===== src/common/ect_map.svh =====
// Register indices, field positions and reset values of the capture timer
`ifndef ECT_MAP_SVH
`define ECT_MAP_SVH
// Register indices; byte address is four times the index
`define ECT_IX_DIR    8'h80
`define ECT_IX_FORCE  8'h81
`define ECT_IX_MASK7  8'h82
`define ECT_IX_DATA7  8'h83
`define ECT_IX_CNT    8'h84
`define ECT_IX_SYS    8'h86
`define ECT_IX_ACTHI  8'h88
`define ECT_IX_ACTLO  8'h89
`define ECT_IX_CHFLG  8'h8E
`define ECT_IX_OVFLG  8'h8F
`define ECT_IX_TC0    8'h90
`define ECT_IX_AFLG   8'hA1
`define ECT_IX_PA3    8'hA2
`define ECT_IX_MCTL   8'hA6
`define ECT_IX_MFLG   8'hA7
`define ECT_IX_NOVW   8'hAA
`define ECT_IX_CSYS   8'hAB
`define ECT_IX_PDAT   8'hAE
`define ECT_IX_PDIR   8'hAF
`define ECT_IX_BFLG   8'hB1
`define ECT_IX_PH3    8'hB2
`define ECT_IX_MCNT   8'hB6
`define ECT_IX_HLD0   8'hB8
// Field positions
`define ECT_SYS_RUN   7
`define ECT_SYS_WAIT  6
`define ECT_SYS_BGD   5
`define ECT_SYS_FAST  4
`define ECT_CS_PAIRA  7
`define ECT_CS_PAIRB  6
`define ECT_CS_SAT    1
`define ECT_CS_LATCH_QUEUE_SELECT   0
`define ECT_MC_FLAT   4
`define ECT_MC_EN     2
`define ECT_MC_ONCE   1
`define ECT_FLG_HI    7
`define ECT_FLG_PAOV  1
// Values
`define ECT_RST8      8'h00
`define ECT_RST16     16'h0000
`define ECT_PA_MAX    8'hFF
`define ECT_CNT_MAX   16'hFFFF
`define ECT_ONE16     16'h0001
`define ECT_PA_ONE    8'h01
`define ECT_DIV_LAST  6'h3F
`define ECT_OE_RST    8'hFF
`endif


===== src/common/ect_pkg.sv =====
// Shared types of the capture timer
package ect_pkg;
  typedef enum logic [1:0] {
    ACT_OFF = 2'h0,
    ACT_TGL = 2'h1,
    ACT_CLR = 2'h2,
    ACT_SET = 2'h3
  } ect_act_t;
  typedef logic [15:0] ect_word_t;
endpackage : ect_pkg


===== src/rtl/ect_core.sv =====
// Eight-channel capture/compare timer core with APB register access
//
// Local design decision: register access over APB.
`timescale 1ns/1ps
`include "ect_map.svh"
module ect_core (
  // Clock and reset
  input  wire logic        clk_sys,
  input  wire logic        sys_rst,
  // APB slave
  input  wire logic        psel,
  input  wire logic        penable,
  input  wire logic        pwrite,
  input  wire logic [9:0]  paddr,
  input  wire logic [31:0] pwdata,
  output logic      [31:0] prdata,
  output logic             pready,
  output logic             pslverr,
  // Chip mode
  input  wire logic        waitMode,
  input  wire logic        bgdMode,
  input  wire logic        specialModeN,
  // Timer port pins
  input  wire logic [7:0]  tpIn,
  output logic      [7:0]  tpOut,
  output logic      [7:0]  tpOeN
);
  ////////////////////////////////////////////////////////////////////////////
  logic [7:0]  dir_q, mask7_q, data7_q, sys_q, novw_q, csys_q, mctl_q;
  logic [7:0]  pdat_q, pdir_q, chFlg_q, inPrev_q, pinLat_q, capFull_q;
  logic [15:0] act_q, cnt_q, modCnt_q, modLoad_q;
  logic [15:0] tc_q [8];
  logic [15:0] hold_q [4];
  logic [7:0]  pacc_q [4];
  logic [7:0]  paHold_q [4];
  logic [3:0]  hldFull_q;
  logic        ovf_q, aOv_q, bOv_q, mZero_q;
  logic [5:0]  presc_q;
  logic        preadyQ, pslverrQ;
  logic [31:0] prdataQ;

  function automatic logic actFn(input logic [1:0] code, input logic cur);
    unique case (ect_pkg::ect_act_t'(code))
      ect_pkg::ACT_OFF: actFn = cur;
      ect_pkg::ACT_TGL: actFn = ~cur;
      ect_pkg::ACT_CLR: actFn = 1'b0;
      ect_pkg::ACT_SET: actFn = 1'b1;
    endcase
  endfunction : actFn

  function automatic logic [7:0] ixOf(input logic [7:0] base,
                                      input logic [2:0] n);
    ixOf = base + {4'h0, n, 1'b0};
  endfunction : ixOf

  ////////////////////////////////////////////////////////////////////////////
  // Bus decode; a transfer acts at the edge where pready is sampled high
  wire        acc  = psel & penable & preadyQ;
  wire        wr   = acc & pwrite;
  wire        rd   = acc & ~pwrite;
  wire        look = psel & penable & ~preadyQ;
  wire [7:0]  idx  = paddr[9:2];
  wire [15:0] wd   = pwdata[15:0];
  wire        fast = sys_q[`ECT_SYS_FAST];
  wire        latch_queue_select = csys_q[`ECT_CS_LATCH_QUEUE_SELECT];
  wire        sat  = csys_q[`ECT_CS_SAT];
  wire        pairA = csys_q[`ECT_CS_PAIRA];
  wire        pairB = csys_q[`ECT_CS_PAIRB];
  wire        cntHit = idx == `ECT_IX_CNT;
  wire        wrCnt = wr & cntHit & ~specialModeN;
  wire        mcHit = idx == `ECT_IX_MCNT;
  wire        wrMc  = wr & mcHit;
  wire        wrMctl = wr & (idx == `ECT_IX_MCTL);
  wire [7:0]  frc = (wr && idx == `ECT_IX_FORCE) ? wd[7:0] : `ECT_RST8;
  logic [7:0] tcSel;
  logic [3:0] hlSel, paSel, phSel;
  always_comb begin
    for (int i = 0; i < 8; i++) begin
      tcSel[i] = idx == ixOf(`ECT_IX_TC0, 3'(i));
    end
    for (int i = 0; i < 4; i++) begin
      hlSel[i] = idx == ixOf(`ECT_IX_HLD0, 3'(i));
      paSel[i] = idx == `ECT_IX_PA3 + 8'(3 - i);
      phSel[i] = idx == `ECT_IX_PH3 + 8'(3 - i);
    end
  end

  ////////////////////////////////////////////////////////////////////////////
  // Run gating and timebases
  wire waitHalt = waitMode & sys_q[`ECT_SYS_WAIT];
  wire tmrRun = sys_q[`ECT_SYS_RUN] & ~waitHalt
              & ~(bgdMode & sys_q[`ECT_SYS_BGD]);
  wire paRun  = ~waitHalt;
  // Divide-by-64 only exists while the timer runs
  wire div64 = tmrRun & (presc_q == `ECT_DIV_LAST);
  wire modTick = div64 & mctl_q[`ECT_MC_EN];
  wire modZeroEv = modTick & (modCnt_q == `ECT_ONE16);
  wire latchEv = modZeroEv | (wrMc & (wd == `ECT_RST16))
               | (wrMctl & wd[`ECT_MC_FLAT]);

  ////////////////////////////////////////////////////////////////////////////
  // Channel events
  wire [7:0] rise  = tpIn & ~inPrev_q;
  wire [7:0] capEv = rise & ~dir_q;
  logic [7:0] cmpHit;
  always_comb begin
    for (int i = 0; i < 8; i++) begin
      cmpHit[i] = dir_q[i] & tmrRun & (tc_q[i] == cnt_q);
    end
  end
  wire [7:0] actEv = cmpHit | (frc & dir_q);
  wire       oc7Ev = actEv[7];
  wire [7:0] owns  = (mask7_q & dir_q) | {
    |act_q[15:14], |act_q[13:12], |act_q[11:10], |act_q[9:8],
    |act_q[7:6], |act_q[5:4], |act_q[3:2], |act_q[1:0]};

  // Buffered capture moves: latch event or queue shift
  logic [3:0] mv, hlRd;
  logic [7:0] ld;
  always_comb begin
    for (int i = 0; i < 8; i++) begin
      ld[i] = capEv[i] & (~novw_q[i] | ~capFull_q[i]);
    end
    for (int i = 0; i < 4; i++) begin
      hlRd[i] = rd & hlSel[i];
      mv[i] = ~dir_q[i] & (latch_queue_select
        ? latchEv & (~novw_q[i] | ~hldFull_q[i])
        : capEv[i] & (~novw_q[i] | (capFull_q[i] & ~hldFull_q[i])));
      ld[i] = capEv[i] & (~novw_q[i] | ~capFull_q[i] | mv[i]);
    end
  end

  // Accumulator increments; pairs carry low into high
  logic [3:0] rawInc, paInc, paClr, paFull;
  always_comb begin
    for (int i = 0; i < 4; i++) begin
      paFull[i] = pacc_q[i] == `ECT_PA_MAX;
    end
    rawInc[0] = rise[0] & paRun;
    rawInc[2] = rise[2] & paRun;
    paInc[0] = rawInc[0] & ~(sat & ~pairB & paFull[0]);
    paInc[2] = rawInc[2] & ~(sat & ~pairA & paFull[2]);
    rawInc[1] = pairB ? paInc[0] & paFull[0] : rise[1] & paRun;
    rawInc[3] = pairA ? paInc[2] & paFull[2] : rise[3] & paRun;
    paInc[1] = rawInc[1] & ~(sat & ~pairB & paFull[1]);
    paInc[3] = rawInc[3] & ~(sat & ~pairA & paFull[3]);
    paClr = latch_queue_select ? {4{latchEv}} : hlRd;
  end

  // Flag set and clear; a set in the clear cycle wins
  wire [7:0] chClr = ((wr && idx == `ECT_IX_CHFLG) ? wd[7:0] : `ECT_RST8)
                   | ({8{fast & rd}} & tcSel & ~dir_q)
                   | ({8{fast & wr}} & tcSel & dir_q);
  wire ovClr = (wr & (idx == `ECT_IX_OVFLG) & wd[`ECT_FLG_HI])
             | (fast & acc & cntHit);
  wire aClr = (wr & (idx == `ECT_IX_AFLG) & wd[`ECT_FLG_PAOV])
            | (fast & acc & (paSel[3] | paSel[2]));
  wire bClr = (wr & (idx == `ECT_IX_BFLG) & wd[`ECT_FLG_PAOV])
            | (fast & acc & (paSel[1] | paSel[0]));
  wire mClr = (wr & (idx == `ECT_IX_MFLG) & wd[`ECT_FLG_HI])
            | (fast & acc & mcHit);
  wire ovSet = tmrRun & ~wrCnt & (cnt_q == `ECT_CNT_MAX);

  ////////////////////////////////////////////////////////////////////////////
  // Control registers
  always_ff @(posedge clk_sys) begin
    if (sys_rst) begin
      dir_q <= `ECT_RST8;   mask7_q <= `ECT_RST8; data7_q <= `ECT_RST8;
      sys_q <= `ECT_RST8;   novw_q <= `ECT_RST8;  csys_q <= `ECT_RST8;
      mctl_q <= `ECT_RST8;  pdat_q <= `ECT_RST8;  pdir_q <= `ECT_RST8;
      act_q <= `ECT_RST16;
    end else if (wr) begin
      if (idx == `ECT_IX_DIR)   dir_q <= wd[7:0];
      if (idx == `ECT_IX_MASK7) mask7_q <= wd[7:0];
      if (idx == `ECT_IX_DATA7) data7_q <= wd[7:0];
      if (idx == `ECT_IX_SYS)   sys_q <= wd[7:0];
      if (idx == `ECT_IX_NOVW)  novw_q <= wd[7:0];
      if (idx == `ECT_IX_CSYS)  csys_q <= wd[7:0];
      if (idx == `ECT_IX_PDAT)  pdat_q <= wd[7:0];
      if (idx == `ECT_IX_PDIR)  pdir_q <= wd[7:0];
      if (idx == `ECT_IX_ACTHI) act_q[15:8] <= wd[7:0];
      if (idx == `ECT_IX_ACTLO) act_q[7:0] <= wd[7:0];
      if (wrMctl) mctl_q <= wd[7:0] & ~(8'h01 << `ECT_MC_FLAT);
    end
  end

  // Main counter, prescaler, modulus counter, flags
  always_ff @(posedge clk_sys) begin
    // Tracks the pin in reset too, so a pin high at release is no edge
    inPrev_q <= tpIn;
    if (sys_rst) begin
      cnt_q <= `ECT_RST16; presc_q <= '0; modCnt_q <= `ECT_RST16;
      modLoad_q <= `ECT_RST16; chFlg_q <= `ECT_RST8;
      ovf_q <= 1'b0; aOv_q <= 1'b0; bOv_q <= 1'b0; mZero_q <= 1'b0;
    end else begin
      if (wrCnt) cnt_q <= wd;
      else if (tmrRun) cnt_q <= cnt_q + `ECT_ONE16;
      if (tmrRun) presc_q <= presc_q + 6'h01;
      if (wrMc) begin
        modLoad_q <= wd;
        modCnt_q <= wd;
      end else if (modTick) begin
        if (modCnt_q != `ECT_RST16) modCnt_q <= modCnt_q - `ECT_ONE16;
        else if (!mctl_q[`ECT_MC_ONCE]) modCnt_q <= modLoad_q;
      end
      chFlg_q <= (chFlg_q & ~chClr) | capEv | cmpHit;
      ovf_q   <= (ovf_q & ~ovClr) | ovSet;
      aOv_q   <= (aOv_q & ~aClr) | (paInc[3] & paFull[3]);
      bOv_q   <= (bOv_q & ~bClr) | (paInc[1] & paFull[1]);
      mZero_q <= (mZero_q & ~mClr) | modZeroEv;
    end
  end

  // Capture, holding and accumulator storage
  always_ff @(posedge clk_sys) begin
    if (sys_rst) begin
      capFull_q <= `ECT_RST8;
      hldFull_q <= '0;
      for (int i = 0; i < 8; i++) tc_q[i] <= `ECT_RST16;
      for (int i = 0; i < 4; i++) begin
        hold_q[i] <= `ECT_RST16;
        pacc_q[i] <= `ECT_RST8;
        paHold_q[i] <= `ECT_RST8;
      end
    end else begin
      for (int i = 0; i < 8; i++) begin
        if (rd & tcSel[i] & ~dir_q[i]) capFull_q[i] <= 1'b0;
        if (wr & tcSel[i] & dir_q[i]) tc_q[i] <= wd;
      end
      for (int i = 0; i < 4; i++) begin
        if (hlRd[i]) hldFull_q[i] <= 1'b0;
        if (mv[i]) begin
          hold_q[i] <= tc_q[i];
          hldFull_q[i] <= capFull_q[i];
          capFull_q[i] <= 1'b0;
        end
        if (paClr[i]) begin
          paHold_q[i] <= pacc_q[i];
          pacc_q[i] <= paInc[i] ? `ECT_PA_ONE : `ECT_RST8;
        end else if (paInc[i]) begin
          pacc_q[i] <= pacc_q[i] + `ECT_PA_ONE;
        end
      end
      for (int i = 0; i < 8; i++) begin
        if (ld[i]) begin
          tc_q[i] <= cnt_q;
          capFull_q[i] <= 1'b1;
        end
      end
    end
  end

  ////////////////////////////////////////////////////////////////////////////
  // Pin latch and pin drivers
  always_ff @(posedge clk_sys) begin
    if (sys_rst) begin
      pinLat_q <= `ECT_RST8;
      tpOut <= `ECT_RST8;
      tpOeN <= `ECT_OE_RST;
    end else begin
      for (int i = 0; i < 8; i++) begin
        if (oc7Ev & mask7_q[i]) pinLat_q[i] <= data7_q[i];
        else if (actEv[i] & ~mask7_q[i])
          pinLat_q[i] <= actFn(act_q[2*i +: 2], pinLat_q[i]);
      end
      tpOut <= (owns & pinLat_q) | (~owns & pdat_q);
      tpOeN <= ~(owns | pdir_q);
    end
  end

  ////////////////////////////////////////////////////////////////////////////
  // Read data; one wait state so all answers come from flip-flops
  logic [15:0] rdv;
  logic        mapped;
  always_comb begin
    rdv = `ECT_RST16;
    mapped = 1'b1;
    unique case (idx)
      `ECT_IX_DIR:   rdv = {8'h00, dir_q};
      `ECT_IX_FORCE: rdv = `ECT_RST16;
      `ECT_IX_MASK7: rdv = {8'h00, mask7_q};
      `ECT_IX_DATA7: rdv = {8'h00, data7_q};
      `ECT_IX_CNT:   rdv = cnt_q;
      `ECT_IX_SYS:   rdv = {8'h00, sys_q};
      `ECT_IX_ACTHI: rdv = {8'h00, act_q[15:8]};
      `ECT_IX_ACTLO: rdv = {8'h00, act_q[7:0]};
      `ECT_IX_CHFLG: rdv = {8'h00, chFlg_q};
      `ECT_IX_OVFLG: rdv = {8'h00, ovf_q, 7'h00};
      `ECT_IX_AFLG:  rdv = {14'h0000, aOv_q, 1'b0};
      `ECT_IX_MCTL:  rdv = {8'h00, mctl_q};
      `ECT_IX_MFLG:  rdv = {8'h00, mZero_q, 7'h00};
      `ECT_IX_NOVW:  rdv = {8'h00, novw_q};
      `ECT_IX_CSYS:  rdv = {8'h00, csys_q};
      `ECT_IX_PDAT:  rdv = {8'h00, pdat_q};
      `ECT_IX_PDIR:  rdv = {8'h00, pdir_q};
      `ECT_IX_BFLG:  rdv = {14'h0000, bOv_q, 1'b0};
      `ECT_IX_MCNT:  rdv = modCnt_q;
      default:       mapped = 1'b0;
    endcase
    for (int i = 0; i < 8; i++) begin
      if (tcSel[i]) begin
        rdv = tc_q[i];
        mapped = 1'b1;
      end
    end
    for (int i = 0; i < 4; i++) begin
      if (hlSel[i]) rdv = hold_q[i];
      if (paSel[i]) rdv = {8'h00, pacc_q[i]};
      if (phSel[i]) rdv = {8'h00, paHold_q[i]};
      if (hlSel[i] | paSel[i] | phSel[i]) mapped = 1'b1;
    end
  end

  always_ff @(posedge clk_sys) begin
    if (sys_rst) begin
      preadyQ <= 1'b0;
      pslverrQ <= 1'b0;
      prdataQ <= '0;
    end else begin
      preadyQ <= look;
      pslverrQ <= look & ~mapped;
      if (look & ~pwrite) prdataQ <= {16'h0000, rdv};
    end
  end
  assign pready = preadyQ;
  assign pslverr = pslverrQ;
  assign prdata = prdataQ;
endmodule : ect_core


===== config.mk =====
export PLATFORM = sky130hd
export DESIGN_NAME = ect_core
export DESIGN_NICKNAME = d
export VERILOG_FILES = /design/src/common/ect_pkg.sv /design/src/rtl/ect_core.sv
export VERILOG_INCLUDE_DIRS = /design/src /design/src/common
export SDC_FILE = /design/constraint.sdc
export NUM_CORES = 1
export LEC_CHECK = 0
export BUFFER_PORTS_ARGS = -buffer_cell sky130_fd_sc_hd__buf_2
export CELL_PAD_IN_SITES_DETAIL_PLACEMENT = 1
export CELL_PAD_IN_SITES_GLOBAL_PLACEMENT = 2
export CORE_MARGIN = 1.5
export CORE_UTILIZATION = 36
export DETAILED_ROUTE_END_ITERATION = 8
export GPL_ROUTABILITY_DRIVEN = 1
export PLACE_DENSITY = 0.83
export SYNTH_ARGS = -nofsm -noshare
export SYNTH_HDL_FRONTEND = slang
export SYNTH_SLANG_ARGS = --single-unit

===== constraint.sdc =====
create_clock -name clk_sys -period 3.5 [get_ports clk_sys]
set_clock_uncertainty 0.15 [all_clocks]
set_input_delay 0.175 -clock clk_sys [delete_from_list [all_inputs] [get_ports clk_sys]]
set_output_delay 0.175 -clock clk_sys [all_outputs]
set_load 0.005 [all_outputs]

; Word level (Yosys, flattened, before mapping)
; Memories as Yosys holds them, arrays and structs flattened.
; Cells that the tools add are included.
[totals]
reg_bits = 215
mem_bits_rw = 256
output_inout_bits = 50
word_cells = 742
in_bits = 58
memories = 4
[op_classes]
n_reduce_logical = 63
n_addsub = 7
eq_ne = 87
n_mux = 227
bitwise = 308
[mem_list]
columns = memory, depth, word_bits, read_ports, rd_ports_with_merged_regs, wr, line_no
row1 = tc_q, 8, 16, 8, 0, 8, ect_core.sv:32  ; logic [15:0] tc_q [8];
row2 = hold_q, 4, 16, 4, 0, 4, ect_core.sv:33  ; logic [15:0] hold_q [4];
row3 = paHold_q, 4, 8, 4, 0, 4, ect_core.sv:35  ; logic [7:0] paHold_q [4];
row4 = pacc_q, 4, 8, 4, 0, 4, ect_core.sv:34  ; logic [7:0] pacc_q [4];
[ops]
columns = cell, n
row1 = 2-to-1 mux 16 bit, 46
row2 = equality test 8 bit (second input constant), 43
row3 = one-hot mux 16 bit (18 select lines), 1
row4 = 2-to-1 mux 1 bit, 157
row5 = bitwise AND 1 bit, 151
row6 = equality test 16 bit, 8
row7 = 2-to-1 mux 8 bit, 14
row8 = bitwise AND 8 bit, 11
row9 = OR 1 bit, 72
row10 = OR 8 bit, 8
row11 = NOT 1 bit, 61
row12 = NOT 8 bit, 5
row13 = AND reduction 2 bit, 20
row14 = nonzero test 2 bit, 18
row15 = adder 8 x 1 -> 8 bit (second input constant), 4
row16 = equality test 2 bit (second input constant), 16
row17 = one-hot mux 1 bit (3 select lines), 8
row18 = OR reduction 19 bit, 1
row19 = adder 16 x 1 -> 16 bit (second input constant), 1
row20 = equality test 16 x 1 -> 1 bit (second input constant), 1
row21 = equality test 16 bit (second input constant), 1
row22 = equality test 2 x 1 -> 1 bit (second input constant), 8
row23 = zero test 16 bit, 1
row24 = zero test 2 bit, 8
row25 = 10 further kinds, 28

; Longest topological paths before layout
[depth]
word_depth = 22
depth_mapped = 12
mapped_depth_nobuf = 9

; Least setup slack after synthesis
; Ideal clock, no wire load.
[synth_path]
kind = register to register
start = reg modCnt_q[6]
end = mem tc_q[0][0], enable pin
arrival_time_ns = 2.958
stages_incl_launch_ff = 7
n_path_buf = 0
period_less_slack_ns = 3.519
setup_slack_ns = -0.019
setup_time_ns = 0.411
required_time_ns = 2.939
cell_sequence = dfxtp_1 or4_4 nor4_4 and4_4 nor3_2 o211a_1 o21ai_0
[synth_lines]
columns = element, line_no
row1 = from (decl), ect_core.sv:31  ; logic [15:0] act_q, cnt_q, modCnt_q, modLoad_q;
row2 = from (signal assigned), ect_core.sv:201  ; modCnt_q <= wd;
row3 = from (signal assigned), ect_core.sv:203  ; if (modCnt_q != `ECT_RST16) modCnt_q <= modCnt_q - `ECT_ONE16;
row4 = from (signal assigned), ect_core.sv:204  ; else if (!mctl_q[`ECT_MC_ONCE]) modCnt_q <= modLoad_q;
row5 = to (decl), ect_core.sv:32

==> reports/qor.yml <==
core-area_um2: 71400
cts_tree: "done"
fmax_mhz: 285
die_h_um: 271
hold_depth: 4
drtPass1Iterations: 5
synth_top_area_cell: "edfxtp_1"
hold_start: "pwdata[6]"
crit_required_ps: 3820
cp_num_buf_inv: 0
finalSetupViolCount: 1
ir_worst_vdd_uv: 425
seq_area_frac_synth_pct: 46.2
clock_latency_ps: 640
startpoint_type: "register"
status: "finished, violations left"
fill_cells: 8021
io_pins: 108
rr_worst_depth: 7
ys_seq_elements: 471
syn_area_per_cell_um2: 9.42
period_share_pct: 100
cts_buffers: 55
placed_area_um2: 28400
gp_congestion: 0.980
cts_resized: 0
arrival_ps: 3830
ys_types: 91
first_iter_violations: 2666
area_delta_synth_final_pct: 17.8
worst-path-stages: 7
fp.dieW_um: 271
path_cells: "or4_1 -> nor4_2 -> nand3_1 -> nor2_1 -> o21ai_0 -> a21oi_1 -> and2_1"
min_period_ps: 3510
drcViolationCount: 0
cts-htree-levels: 2
cp_slowest_cell: "or4_1"
cts-hold-fix-buffers: 25
routed-via-count: 24300
critPathKind: "reg2reg"
cts_root_buffer: "clkbuf_16"
grt_usage_pct: 31.6
layout.nets: 2949
synth_area_leaders: "edfxtp_1, dfxtp_1, nor2_1, nand2_1, mux2i_1"
fin_total_pwr_w: 0.0134
startpoint: "modCnt_q[12]"
rr_startpoint: "modCnt_q[12]"
violations: "setup timing"
synthArstFlopShare_pct: 0
fin_area_um2: 30600
rsz0062_at_grt: "false"
rows: 98
overflow: 0
drive_above_1_share_pct: 14.8
port_buffers: 73
p_per_area_nw_per_um2: 438
p_leak_nw: 11.8
grt_first_pass_wirelength_um: 172000
seq_area_um2: 12000
antenna_found_initial: 5
dp_cells: 3750
cts.clk_slew.worst_paths_ps: 60
multi_input_area_um2: 12900
path_delay_family: "simple AND/OR/NAND/NOR gates"
maxCapViolations: 0
slew_violations: 0
cpPeakStageDelay_ps: 680
hold_violations: 0
grt_pass1_vias: 24800
endpoint_kind: "register"
vias_per_cell: 6.26
synth_edf_count: 256
routed_wl_um: 119000
synth_top_area_share_pct: 29.6
wire_per_inst_um: 30.7
path_max_fanout: 8
synthFlopType: "edfxtp_1"
slew_headroom_pct: 16.6
initial_utilization_pct: 36.4
postCtsSetupBuffers: 0
synth_cells: 2753
ys_warn_count: 0
worstMarginPinSlew_ps: 1240
ant_nets: 0
dpl.hpwl_um: 89000
fin_cells: 3880
whs_ps: 51.4
synth_area_um2: 25900
grt_max_degree: 188
die_area_um2: 73700
hold_path.class: "in2reg"
clkSinkCount: 471
fin_ws_ps: -9.98
postLayoutCoreUtil_pct: 42.8
cts_buffer_depth: 3
-- registers in the layout (all words and copies together) (netlist names), 16 cells and up --
name / count
prdata: 16
hold_q: 64
paHold_q: 32
act_q: 16
cnt_q: 16
modCnt_q: 16
pacc_q: 32
modLoad_q: 16
tc_q: 128
-- path summary, 6_finish.rpt --
check	endpoint	slack [ps]
max reg2reg	paHold_q[2][6]	-10
min reg2reg	modLoad_q[5]	310
max	paHold_q[2][6]	-10
min	act_q[14]	50
-- Yosys cell counts (26+ instances only) --
library cell / count
nor2_1: 288
edfxtp_1: 256
nand2_1: 252
dfxtp_1: 215
clkbuf_1: 191
a21oi_1: 155
a22o_1: 99
xor2_1: 97
mux2i_1: 91
and3_1: 87
o21ai_0: 84
xnor2_1: 81
nand3_1: 69
a22oi_1: 53
and2_1: 48
nor3_1: 41
a211oi_1: 34
nand4_1: 33
buf_2: 28
inv_1: 28
nor4_1: 28
o22ai_1: 28
a21o_1: 26
-- layout by cell type (no fill, tap or decap), types with 87 or more instances in the layout --
cell type  synthesis  routed
and3_1            87      87
xor2_1            97      97
a22o_1            99      99
buf_4             17     199
nand2_1          252     252
edfxtp_1         256     256
dfxtp_1          215     215
mux2i_1           91      91
a21oi_1          155     155
nor2_1           288     288
-- power by group --
group          switching [W]  internal, W
Sequential          0.000218      0.00603
Clock                0.00250      0.00364
Combinational       0.000672     0.000315
-- metal layers --
layer | part of all wire, % | vias up | routed length, um | global-route usage [%]
met3 | 7.4 | 300 | 8840 | 5.41
met2 | 46 | 1104 | 55100 | 51.4
met1 | 41 | 12400 | 49200 | 41.0
li1 | - | 10500 | - | -
met4 | 4.8 | 8 | 5750 | 14.1
met5 | 0.045 | - | 54 | 0
-- cell type report --
cell class | count | share of cell area [%]
diodes | 2 | 0.0164
well taps | 950 | 3.89
inverters | 30 | 0.368
clock inverters | 27 | 1.09
clock buffers | 76 | 5.13
repair buffers | 314 | 8.05
multi-input cells | 2010 | 42.2
flip-flops and latches | 471 | 39.2
-- worst reg2reg max path, delay by kind of cell, from the launching register on --
| family | cells | cell delay (ps) |
|---|---|---|
| simple gates | 5 | 1640 |
| compound gates | 2 | 1130 |
| flops | 1 | 420 |
-- kinds of logic after synthesis --
kind of cell             Yosys count  synth area share [%]
multiplexers                     104                  4.12
adder cells (fa/ha/maj)            9                 0.434
other                              1                0.0145
buffers and inverters            287                  4.53
XOR/XNOR                         178                  6.01
AND/OR/NAND/NOR                  982                  18.9
AO/OA/AOI/OAI                    721                  19.7
flip-flops                       471                  46.2
-- metrics by stage --
| stage | worst slack, ps | setup TNS [ps] |
|---|---|---|
| 2_1_floorplan | 415 | 0 |
| 3_3_place_gp | 34.2 | 0 |
| 3_5_place_dp | 20.6 | 0 |
| 4_1_cts | 163 | 0 |
| 5_1_grt | 13.2 | 0 |
| 6_report | -9.98 | -9.98 |
(Power assumes the default switching activity.)
